`src/gio_pkg.sv`:
```
// How it works
// - Writing busy in input mode starts one character read
// - Character held: busy clears, done sets
// - Data-in returns data; in input mode rearms busy, clears done
// - Conditions-out loads channel into low bits
// - Done raises request on assigned channel
// - Conditions-out word loads channel and mode; done is kept
// - Pending device rerequests after channel dismissal
// - Output device starts on first data-out
// - Conditions-out clearing busy stops next read
// - Respond only to own seven-bit device number
// - Conditions-in returns control and status bits
package gio_pkg;

  localparam int unsigned WORD_W = 36;
  localparam int unsigned CHAR_W = 8;
  localparam int unsigned DEV_W  = 7;
  localparam int unsigned CHAN_W = 3;
  localparam int unsigned NCHAN  = 7;

  // Arbitrary value for this device's bus number
  localparam logic [DEV_W-1:0] generic_device_code = 7'h2a;

  // Control register layout, low end of the bus word
  localparam int unsigned CHAN_LSB = 0;
  localparam int unsigned BUSY_BIT = 3;
  localparam int unsigned DONE_BIT = 4;
  localparam int unsigned MODE_BIT = 5;
  localparam int unsigned CTRL_W   = 6;

  localparam logic [CHAN_W-1:0] CHAN_NONE  = 3'h0;
  localparam logic [CHAR_W-1:0] DATA_RESET = 8'h00;

  typedef enum logic [1:0] {
    conditions_out_cmd,
    conditions_in_cmd,
    data_out_cmd,
    data_in_cmd
  } io_kind_t;

  typedef struct packed {
    logic              valid;
    io_kind_t          kind;
    logic [DEV_W-1:0]  dev;
    logic [WORD_W-1:0] word;
  } io_cmd_t;

  typedef struct packed {
    logic              valid;
    logic [WORD_W-1:0] word;
  } io_rsp_t;

  typedef struct packed {
    logic              mode_out;
    logic              done;
    logic              busy;
    logic [CHAN_W-1:0] chan;
  } ctrl_t;

  typedef struct packed {
    ctrl_t             ctrl;
    logic [CHAR_W-1:0] data;
    io_rsp_t           rsp;
    logic [NCHAN-1:0]  pi_req;
  } dev_state_t;

endpackage : gio_pkg

```
`src/char_skid_buffer.sv`:
```
`timescale 1ns/1ps
module char_skid_buffer #(
  parameter int unsigned W = 8
) (
  // Clock and reset
  input  wire logic         core_clk,
  input  wire logic         rst,
  // Fill side
  input  wire logic         in_valid,
  output logic              in_ready,
  input  wire logic [W-1:0] in_data,
  // Drain side
  output logic              out_valid,
  input  wire logic         out_ready,
  output logic [W-1:0]      out_data
);

  typedef struct packed {
    logic [1:0][W-1:0] slot;
    logic              head;
    logic [1:0]        count;
  } buf_state_t;

  buf_state_t st;
  buf_state_t next_st;
  logic       push;
  logic       pop;

  assign in_ready  = (st.count != 2'h2);
  assign out_valid = (st.count != 2'h0);
  assign out_data  = st.slot[st.head];
  assign push      = in_valid && in_ready;
  assign pop       = out_valid && out_ready;

  always_comb
  begin
    next_st = st;
    if (push)
    begin
      next_st.slot[st.head ^ st.count[0]] = in_data;
    end
    if (pop)
    begin
      next_st.head = ~st.head;
    end
    next_st.count = st.count + {1'b0, push} - {1'b0, pop};
  end

  always_ff @(posedge core_clk or posedge rst)
  begin
    if (rst)
    begin
      st <= '0;
    end
    else
    begin
      st <= next_st;
    end
  end

endmodule : char_skid_buffer

```
`src/generic_io_device.sv`:
```
`timescale 1ns/1ps
module generic_io_device (
  // Clock and reset
  input  wire logic                   core_clk,
  input  wire logic                   rst,
  // Processor I/O bus
  input  wire gio_pkg::io_cmd_t       cmd,
  output gio_pkg::io_rsp_t            rsp,
  output logic [gio_pkg::NCHAN-1:0]   pi_req,
  // Peripheral character source
  input  wire logic                   char_in_valid,
  output logic                        char_in_ready,
  input  wire logic [gio_pkg::CHAR_W-1:0] char_in,
  // Peripheral character sink
  output logic                        char_out_valid,
  input  wire logic                   char_out_ready,
  output logic [gio_pkg::CHAR_W-1:0]  char_out,
  // Status view
  output logic                        busy,
  output logic                        done
);
  import gio_pkg::*;

  dev_state_t        st;
  dev_state_t        next_st;
  logic              hit;
  logic              drain_valid;
  logic              drain_ready;
  logic [CHAR_W-1:0] drain_data;
  logic              took_in;
  logic              took_out;

  // The source side is same-clock logic, so no synchroniser is needed
  char_skid_buffer #(
    .W (CHAR_W)
  ) u_in_buf (
    .core_clk  (core_clk),
    .rst       (rst),
    .in_valid  (char_in_valid),
    .in_ready  (char_in_ready),
    .in_data   (char_in),
    .out_valid (drain_valid),
    .out_ready (drain_ready),
    .out_data  (drain_data)
  );

  assign hit = cmd.valid && (cmd.dev == generic_device_code);

  // Reads pause in a command cycle so a command never races a completion
  assign drain_ready    = st.ctrl.busy && !st.ctrl.mode_out && !hit;
  assign took_in        = drain_valid && drain_ready;
  assign char_out_valid = st.ctrl.busy && st.ctrl.mode_out && !hit;
  assign took_out       = char_out_valid && char_out_ready;
  assign char_out       = st.data;

  assign rsp    = st.rsp;
  assign pi_req = st.pi_req;
  assign busy   = st.ctrl.busy;
  assign done   = st.ctrl.done;

  always_comb
  begin
    next_st           = st;
    next_st.rsp.valid = 1'b0;
    if (hit)
    begin
      case (cmd.kind)
        conditions_out_cmd:
        begin
          next_st.ctrl.chan     = cmd.word[CHAN_LSB +: CHAN_W];
          next_st.ctrl.mode_out = cmd.word[MODE_BIT];
          if (!cmd.word[BUSY_BIT])
          begin
            next_st.ctrl.busy = 1'b0;
          end
          else if (!cmd.word[MODE_BIT])
          begin
            next_st.ctrl.busy = 1'b1;
          end
        end
        conditions_in_cmd:
        begin
          next_st.rsp.valid = 1'b1;
          next_st.rsp.word  = {{(WORD_W-CTRL_W){1'b0}}, st.ctrl};
        end
        data_in_cmd:
        begin
          next_st.rsp.valid = 1'b1;
          next_st.rsp.word  = {{(WORD_W-CHAR_W){1'b0}}, st.data};
          if (!st.ctrl.mode_out)
          begin
            next_st.ctrl.busy = 1'b1;
            next_st.ctrl.done = 1'b0;
          end
        end
        data_out_cmd:
        begin
          if (st.ctrl.mode_out)
          begin
            next_st.data      = cmd.word[CHAR_W-1:0];
            next_st.ctrl.busy = 1'b1;
            next_st.ctrl.done = 1'b0;
          end
        end
        default:
        begin
          next_st.rsp.valid = 1'b0;
        end
      endcase
    end
    if (took_in)
    begin
      next_st.data      = drain_data;
      next_st.ctrl.busy = 1'b0;
      next_st.ctrl.done = 1'b1;
    end
    if (took_out)
    begin
      next_st.ctrl.busy = 1'b0;
      next_st.ctrl.done = 1'b1;
    end
    // Level request: a shared channel sees it again once dismissed
    next_st.pi_req = '0;
    if (next_st.ctrl.done && (next_st.ctrl.chan != CHAN_NONE))
    begin
      next_st.pi_req[next_st.ctrl.chan - 3'h1] = 1'b1;
    end
  end

  always_ff @(posedge core_clk or posedge rst)
  begin
    if (rst)
    begin
      st <= '0;
    end
    else
    begin
      st <= next_st;
    end
  end
endmodule : generic_io_device

```
`config.mk`:
```
export PLATFORM = sky130hd
export DESIGN_NAME = generic_io_device
export DESIGN_NICKNAME = d
export VERILOG_FILES = /design/src/gio_pkg.sv /design/src/char_skid_buffer.sv /design/src/generic_io_device.sv
export SDC_FILE = /design/constraint.sdc
export NUM_CORES = 1
export LEC_CHECK = 0
export ABC_AREA = 0
export BUFFER_PORTS_ARGS = -buffer_cell sky130_fd_sc_hd__buf_2
export CAP_MARGIN = 20
export CORE_UTILIZATION = 45
export DETAILED_ROUTE_END_ITERATION = 10
export GPL_TIMING_DRIVEN = 1
export PLACE_DENSITY = 0.75
export SYNTH_ARGS = -nofsm -noshare
export SYNTH_HDL_FRONTEND = slang
export SYNTH_SLANG_ARGS = --single-unit
```
`constraint.sdc`:
```
create_clock -name core_clk -period 2.8 [get_ports core_clk]
set_input_delay 0.14 -clock core_clk [delete_from_list [all_inputs] [get_ports core_clk]]
set_output_delay 0.14 -clock core_clk [all_outputs]
set_load 0.03 [all_outputs]
```
* Word level (Yosys, flattened, before mapping)
Cells that the tools add are included.
** Word-level totals
- Latch bits :: 0
- Memories kept :: 0
- RAM bits :: 0
- Output and inout port bits :: 56
- Memory bits (read-only) :: 0
- Register bits after elaboration :: 77
- Input bits :: 58
- Logic and storage cells :: 78
** Cells by class
- $mul :: 0
- Div/mod/pow operators :: 0
- Mux-type cells :: 22
- $lt $le $gt $ge :: 5
- Shifts and indexed selects :: 0
- Bitwise operators :: 2
- Add/sub/neg operators :: 3
- Reduce and logical (&&, ||, !) cells :: 26
- Eq/ne operators :: 8
** Operators with widths (number)
- one-hot mux 37 bit (2 select lines) :: 1
- two-way mux 50 bit :: 1
- two-way mux 8 bit :: 6
- bitwise mux 16 bit :: 1
- logical AND 1 bit :: 11
- nonzero test 2 bit :: 5
- demux 8 bit (select 1 bit) :: 1
- two-way mux 2 bit :: 4
- != test 4 x 3 -> 1 bit, second input constant :: 2
- == test 7 x 6 -> 1 bit, second input constant :: 1
- two-way mux 7 bit :: 1
- nonzero test 3 bit :: 2
- != test 5 x 4 -> 1 bit, second input constant :: 1
- AND reduction 5 bit :: 1
- nonzero test 5 bit :: 1
- == test 2 bit, second input constant :: 2
- less-than comparator 1 x 2 -> 1 bit, second input constant :: 2
- less-than comparator 3 x 4 -> 1 bit, second input constant :: 1
- AND reduction 2 bit :: 2
- demux 1 bit (select 3 bit) :: 1
- greater-or-equal comparator 3 x 1 -> 1 bit, second input constant :: 1
- two-way mux 1 bit :: 3
- two-way mux 3 bit :: 1
- one-hot mux 1 bit (3 select lines) :: 1
- other kinds (12) :: 13

* Logic depth before layout (Yosys ltp)
Gate-level depths: netlist of the first run.
- Depth after elaboration :: 10
- Gate-level depth with buffers :: 10
- Gate-level depth less buffers :: 9

* Modules after synthesis
Synthesis of the first run repeated with hierarchy kept, for this count alone.
** Unflattened totals
- Cell total of the unflattened synthesis :: 273
- Area total of the unflattened synthesis :: 2850.2 µm²
** Modules (own cells, without submodules)
- generic_io_device :: times used 1, area each 1869.3 µm², cells each 197
- char_skid_buffer :: times used 1, area each 980.9 µm², cells each 76

* Worst setup path before layout of the first run
No wires, ideal clock.
- Path type :: register -> register
- Start :: register st (netlist bit busy)
- End :: register u_in_buf.st[1] in the netlist's numbering
- Cell stages (with the launch flop) :: 10
- Slack :: 0.884 ns
- Arrival :: 1.836 ns
- Setup time :: 0.080 ns
- Path buffers :: 1
- Period minus slack after synthesis :: 1.916 ns
- Required time :: 2.720 ns
- Cells stage by stage :: dfrtp_1 > inv_1 > a2111o_1 > buf_6 > clkinv_8 > ha_1 > inv_1 > ha_1 > xnor2_1 > xnor2_1
** RTL lines
- start, declared :: line generic_io_device.sv:24 : dev_state_t st;
- start signal, assigned :: line generic_io_device.sv:138 : st <= next_st;
- end signal, assigned :: line char_skid_buffer.sv:57 : st <= next_st;
- end, declared :: line char_skid_buffer.sv:24 : buf_state_t st;

==> out/results.ini, run 1 <==
[clock_network]
htree_levels=2
cts_sinks=49
clk_latency_ns=0.30
clk_path_buf_depth=2
clock-root-buffer=clkbuf_8
cts_buffers=5
ctsResizeCount=0
cts_tree=done
post-cts-setup-buffers=0
clkTransAtPathRegs_ns=0.08

[setup_path]
setup.worst_path.end_class=flop
cp_data_arrival_time_ns=2.25
path_max_fanout=11
slowest_delay_ns=0.64
cp_slowest_cell=a2111o_1
critPathLaunchType=flop
critical_path.cell_chain=a2111o_1, clkinv_8, ha_1, inv_1, ha_1, xnor2_1, xnor2_1
criticalPathCategory=reg2reg
cp.required_ns=3.03

[timing]
fmax_ghz=0.495
rsz0062_at_grt=false
finalSetupViolations=0
slew_viol_final=0
finClkSkew_ns=0.00693
finalCriticalPeriod_ns=2.02
period_share=0.722
finalWorstSetupSlack_ns=0.778
fin_setup_tns_ns=0
max-slew-margin-rel=0.521
worst_pin_slew_ns=0.715
finalHoldViolations=0

[die]
rows=27
ios=114
die_w_um=79.4
start_util=0.478
die_y_um=79.4
core-area_um2=5640
die_area_um2=6300

[final_layout]
area_growth_pct=4.41
fillers=523
antenna_cells=0
instances_no_fill=349
final_nets=339
final_util=0.499
drive_gt1_frac=0.329

[grt]
grt_first_pass_wirelength_um=7650
grt_pass1_vias=1610
grt_max_degree=50
grtUsageTotal=0.160
grt_remaining_overflow=0
antenna_found_initial=0

[power]
combinationalPowerShare=0.307
worst_ir_drop_vdd_v=0.000490
intPower_mw=1.35
p_per_area_nw_per_um2=725
p_leak_nw=1.47
p_sw_uw=694
sw_frac_of_total=0.340
clockPowerShare=0.195
seq_power_share=0.499

[synthesis]
yosysMostFrequentCell=buf_4
synth-edff-count=0
synth_compound_area_frac=0.0757
yosysUniqueCellTypes=43
yosys.area_share.adder=0.0186
yosysSeqAreaShare=0.455
synthSimpleGateAreaFrac=0.104
synth_top_area_share=0.455
synthMuxAreaShare=0.139
synth_common_cells=buf_4 (52), dfrtp_1 (49), mux2_2 (19), mux2i_1 (16), nand2_1 (15)
avgSynthCellArea_um2=11.0
synthXorXnorAreaFrac=0.0130
ys_warn_count=0
synth_area_leaders=dfrtp_1 (45%), buf_4 (14%), mux2_2 (7.9%)
synth-async-reset-ratio=1.00
yosysTopAreaCell=dfrtp_1
synth_cells=245
syn_area_um2=2700
synth_ff_type=dfrtp_1
ys_ff_latch=49
synth_top_family_by_area=buffers and inverters

[placement]
io_buffers=57
dpl_worst_slack_ns=0.578
dp_hpwl_um=3400
place.gp.congestion=0.822
dpl.cell_count=340

[detailed_routing]
remaining_drc_errors=0
vias_per_cell=4.83
post_drt_wl_per_cell_um=13.1
ant_nets=0
drtIter0Drc=132
firstDrtPassIters=4
totalWireLength_um=4570
num_vias=1685

[job]
drv_cap=0

[status]
status=completed

[min_path]
min_path_type=in2reg

-- kinds of logic after synthesis --
logic type / after synthesis
buffers and inverters: 72
and+or+nand+nor: 53
DFF: 49
muxes: 35
AOI/OAI and AO/OA: 27
adders and majority gates: 4
xor gates and xnor gates: 4
other: 1
-- cells in the final DEF, fill, tap and decap left out, types with 2 or more instances in the layout --
cell type	instances
and4bb_1	2
inv_1	8
inv_2	2
mux2i_1	16
buf_2	57
ha_1	4
dfrtp_1	49
clkbuf_8	5
conb_1	28
nand2_1	15
and2_1	2
nor2_1	14
xnor2_1	3
nor3_1	8
a221o_1	8
o21ai_0	10
mux2_2	19
a31oi_1	2
-- flip-flops by register name (all words and copies together) (netlist names) --
| signal | cells |
|---|---|
| u_in_buf.st | 19 |
| rsp | 9 |
| char_out | 8 |
| pi_req | 7 |
| st | 4 |
| busy | 1 |
| done | 1 |
-- power groups by stage --
stage,logic [mW],registers [mW],clock network [mW]
2_1_floorplan,0.598,0.976,0
3_3_place_gp,0.608,1.02,0
3_5_place_dp,0.624,1.03,0
4_1_cts,0.627,1.02,0.411
5_1_grt,0.688,1.04,0.433
6_report,0.626,1.02,0.397
-- metal layers --
| layer | vias to the layer above | part of all wire | track usage |
|---|---|---|---|
| met5 | - | 0 | 0 |
| met1 | 795 | 0.46 | 0.214 |
| met4 | 0 | 0.016 | 0.0727 |
| li1 | 821 | - | - |
| met2 | 61 | 0.46 | 0.250 |
| met3 | 8 | 0.057 | 0.0331 |
-- layout make-up --
cell class	instances	area (um^2)	share of cell area
Clock buffer	6	72.6	0.0258
Clock inverter	1	8.76	0.00311
Inverter	11	53.8	0.0191
Multi-Input combinational cell	151	1050	0.372
Sequential cell	49	1230	0.436
Tap cell	72	90.1	0.0320
Timing Repair Buffer	59	315	0.112
-- per-stage QoR --
step	hold WS, ns	total power, mW	instance area [um^2]
floorplan	0.284	1.57	2800
global placement	0.387	1.63	2700
detailed placement	0.393	1.66	2700
CTS	0.0704	2.05	2780
global route	0.0758	2.16	2810
finish	0.0768	2.04	2810
-- critical path, delay by kind of cell, from the launching register on --
kind	cells	cell delay (ns)
flops	1	0.50
fa+ha+maj	2	0.38
compound gates	1	0.64
buf+inv	2	0.17
xor+xnor	2	0.27
-- final timing paths --
kind,from,to,slack (ns),depth (start not counted)
hold reg to reg,rsp[3]$_DFFE_PP0P_,rsp[3]$_DFFE_PP0P_,0.48,2
setup reg to reg,st[57]$_DFFE_PP0P_,u_in_buf.st[1]$_DFF_PP0_,0.78,7
setup / recovery,st[57]$_DFFE_PP0P_,u_in_buf.st[1]$_DFF_PP0_,0.78,7
min in group asynchronous,rst,u_in_buf.st[15]$_DFFE_PP0P_,0.29,3
hold / removal,cmd[2],char_out[2]$_DFFE_PP0P_,0.08,2
max in group asynchronous,rst,st[54]$_DFF_PP0_,2.03,4
-- repair_timing --
action | 4_1_cts | 5_1_grt
endpoints found under the setup margin | 0 | 0
endpoints found under the hold margin | 0 | 9
hold buffers | 0 | 1
Note: power is estimated with default switching activity, not from simulation.
==> inputs of run 2 (changes only) <==
Settings changed: ABC_AREA 0 to 1, CORE_UTILIZATION 45 to 44.
Clock period 2.8 ns to 1.7 ns, I/O delays scaled along.
==> run 2 against run 1 <==
Cell area is 15% higher; global-route usage is 1.3 points higher; setup slack worse by 0.63 ns; sequential power is 47% higher; clock skew is 0.00060 ns higher; clock power is 120% higher; cell count is 36% higher; synthesized cell count is 42% higher; critical path depth is 1 higher; sequential share of layout area is 5.6 points lower; via count is 29% higher; critical path type unchanged; critical endpoint is now pi_req[4]$_DFF_PP0_; largest cell class unchanged; highest routed layer unchanged.
==> out/results.ini, run 2 <==
[placement]
dpl_worst_slack_ns=-0.135
dp_hpwl_um=4390
io_buffers=57
place.gp.congestion=0.845

[grt]
grtUsageTotal=0.173
grt_remaining_overflow=0
grt_max_degree=22
grt_first_pass_wirelength_um=9690
grt_pass1_vias=2064
antenna_found_initial=0

[min_path]
min_path_type=in2reg
whs_path_depth=3

[clock_network]
clock-root-buffer=clkbuf_8
cts_sinks=49
cts_buffers=5
clk_latency_ns=0.30
clkTransAtPathRegs_ns=0.09
post-cts-setup-buffers=0
cts_tree=done
htree_levels=2
clk_path_buf_depth=2

[power]
sw_frac_of_total=0.327
combinationalPowerShare=0.275
p_sw_mw=1.07
intPower_mw=2.20
clockPowerShare=0.267
p_per_area_nw_per_um2=1010
worst_ir_drop_vdd_v=0.000581
seq_power_share=0.458
power_mw=3.27
p_leak_nw=1.82

[detailed_routing]
vias_per_cell=4.60
ant_nets=0
drtIter0Drc=133
firstDrtPassIters=4
totalWireLength_um=5610
post_drt_wl_per_cell_um=11.8
num_vias=2180
remaining_drc_errors=0

[timing]
hold_slack_ns=0.0148
period_share=0.911
finalWorstSetupSlack_ns=0.152
finClkSkew_ns=0.00754
rsz0062_at_grt=false
fin_setup_tns_ns=0
finalCriticalPeriod_ns=1.55
finalHoldViolations=0
slew_viol_final=0
finalSetupViolations=0
fmax_ghz=0.646

[status]
status=completed

[setup_path]
critical_path.cell_chain=o21ai_0, nand2_1, nand2_2, ha_1, ha_1, nor2_1, nand2_1, nor2_1
cp.required_ns=1.93
cp_top_family=simple AND/OR/NAND/NOR gates
critPathLaunchType=flop
path_buf_inv=0
slowest_delay_ns=0.40
criticalPathCategory=reg2reg
cp_slowest_cell=dfrtp_1
ff2ff_path_depth=8
setup.worst_path.end_class=flop
path_max_fanout=3
cp_num_cells=8
cp_data_arrival_time_ns=1.78

[job]
drv_cap=0

[final_layout]
largest_reg_flops=19
antenna_cells=0
fillers=616
final_nets=458
top_register=u_in_buf.st
layout_commonest_cell=nand2_1
area_growth_pct=9.79
layout_common_cells=nand2_1 (76), buf_2 (57), dfrtp_1 (49), inv_1 (39), conb_1 (28)
drive_gt1_frac=0.310

[synthesis]
avgSynthCellArea_um2=8.47
yosysSeqAreaShare=0.417
synth_cells=347
synth-edff-count=0
ys_warn_count=0
synth-async-reset-ratio=1.00
ys_ff_latch=49
yosysMostFrequentCell=nand2_1
synth_ff_type=dfrtp_1
synth_top_area_share=0.417
synth_area_leaders=dfrtp_1 (42%), buf_4 (13%), nand2_1 (9.7%)
yosysTopAreaCell=dfrtp_1
syn_area_um2=2940
yosysUniqueCellTypes=28
synth_common_cells=nand2_1 (76), buf_4 (52), dfrtp_1 (49), inv_1 (40), nand3_1 (25)

[die]
die_y_um=83.7
ios=114
die_area_um2=7010
start_util=0.460
rows=29
die_w_um=83.7
core-area_um2=6390

==> run 2: cell types whose count changed in the layout (fill, tap and decap cells not counted), sizes merged, moves of 3 or more <==
cell,delta
nand2,+69
inv,+32
nand3,+29
o21ai,+27
mux2i,-16
buf,+15
mux2,-13
nor2,+9
a221o,-8
nor3,-8
and2,-3
==> run 2: worst paths after layout <==
check / startpoint / to / slack [ns]
worst min register to register: u_in_buf.st[10]$_DFFE_PP0P_ / u_in_buf.st[10]$_DFFE_PP0P_ / 0.49
worst max-delay path: st[52]$_DFF_PP0_ / pi_req[4]$_DFF_PP0_ / 0.15
min in group asynchronous: rst / char_out[7]$_DFFE_PP0P_ / 0.25
max in group asynchronous: rst / st[53]$_DFF_PP0_ / 0.90
worst min-delay path: cmd[7] / char_out[7]$_DFFE_PP0P_ / 0.01
worst max register to register: st[52]$_DFF_PP0_ / pi_req[4]$_DFF_PP0_ / 0.15
==> run 2: power by group through the flow <==
stage                     sequential (mW)  clock, mW  combinational, mW
after floorplan                      1.50          0              0.785
after global placement               1.51          0              0.876
after detailed placement             1.52          0              0.902
after CTS                            1.50      0.890              0.910
after global routing                 1.53      0.939               1.03
final                                1.50      0.872              0.897
==> run 2: metrics by stage <==
stage | cell area (um^2) | std cells | util
detailed placement | 3090 | 465 | 0.484
global route | 3230 | 474 | 0.505
finish | 3230 | 474 | 0.505
floorplan | 3040 | 374 | -
global placement | 3090 | 465 | 0.484
CTS | 3220 | 474 | 0.505
==> run 2: logic make-up (layout without fill, tap and decap cells) <==
group | after synthesis | in the layout | synth area share
XOR/XNOR | 4 | 4 | 0.0119
adder cells (fa/ha/maj) | 4 | 4 | 0.0170
multiplexers | 6 | 6 | 0.0230
AO/OA/AOI/OAI | 41 | 41 | 0.0886
flip-flops | 49 | 49 | 0.417
buffers and inverters | 101 | 124 | 0.207
AND/OR/NAND/NOR | 141 | 141 | 0.234
other | 1 | 28 | 0.00128
==> run 2: cell type report <==
cell class | instances | area (um^2) | area share
repair buffers | 74 | 415 | 0.129
well taps | 77 | 96.3 | 0.0299
multi-input cells | 224 | 1210 | 0.375
inverters | 42 | 158 | 0.0489
clock buffers | 6 | 82.6 | 0.0256
clock inverters | 2 | 37.5 | 0.0116
flip-flops and latches | 49 | 1230 | 0.380
==> run 2: timing repair <==
action,4_1_cts,5_1_grt
endpoints found under the setup margin,0,6
resized for setup,0,2
endpoints found under the hold margin,9,0
hold buffers,1,0
==> run 2: tightest hold or removal path, cell delays in order <==
cell and delay (ns):
buf_2 0.09, nand3_2 0.06, nand3_1 0.06
==> run 2: per-layer routing <==
metal / share of wire / global-route usage / vias to the layer above
met5: 0 / 0 / -
met1: 0.46 / 0.232 / 1003
li1: - / - / 1113
met2: 0.49 / 0.288 / 59
met3: 0.044 / 0.0336 / 5
met4: 0.010 / 0.0416 / 0
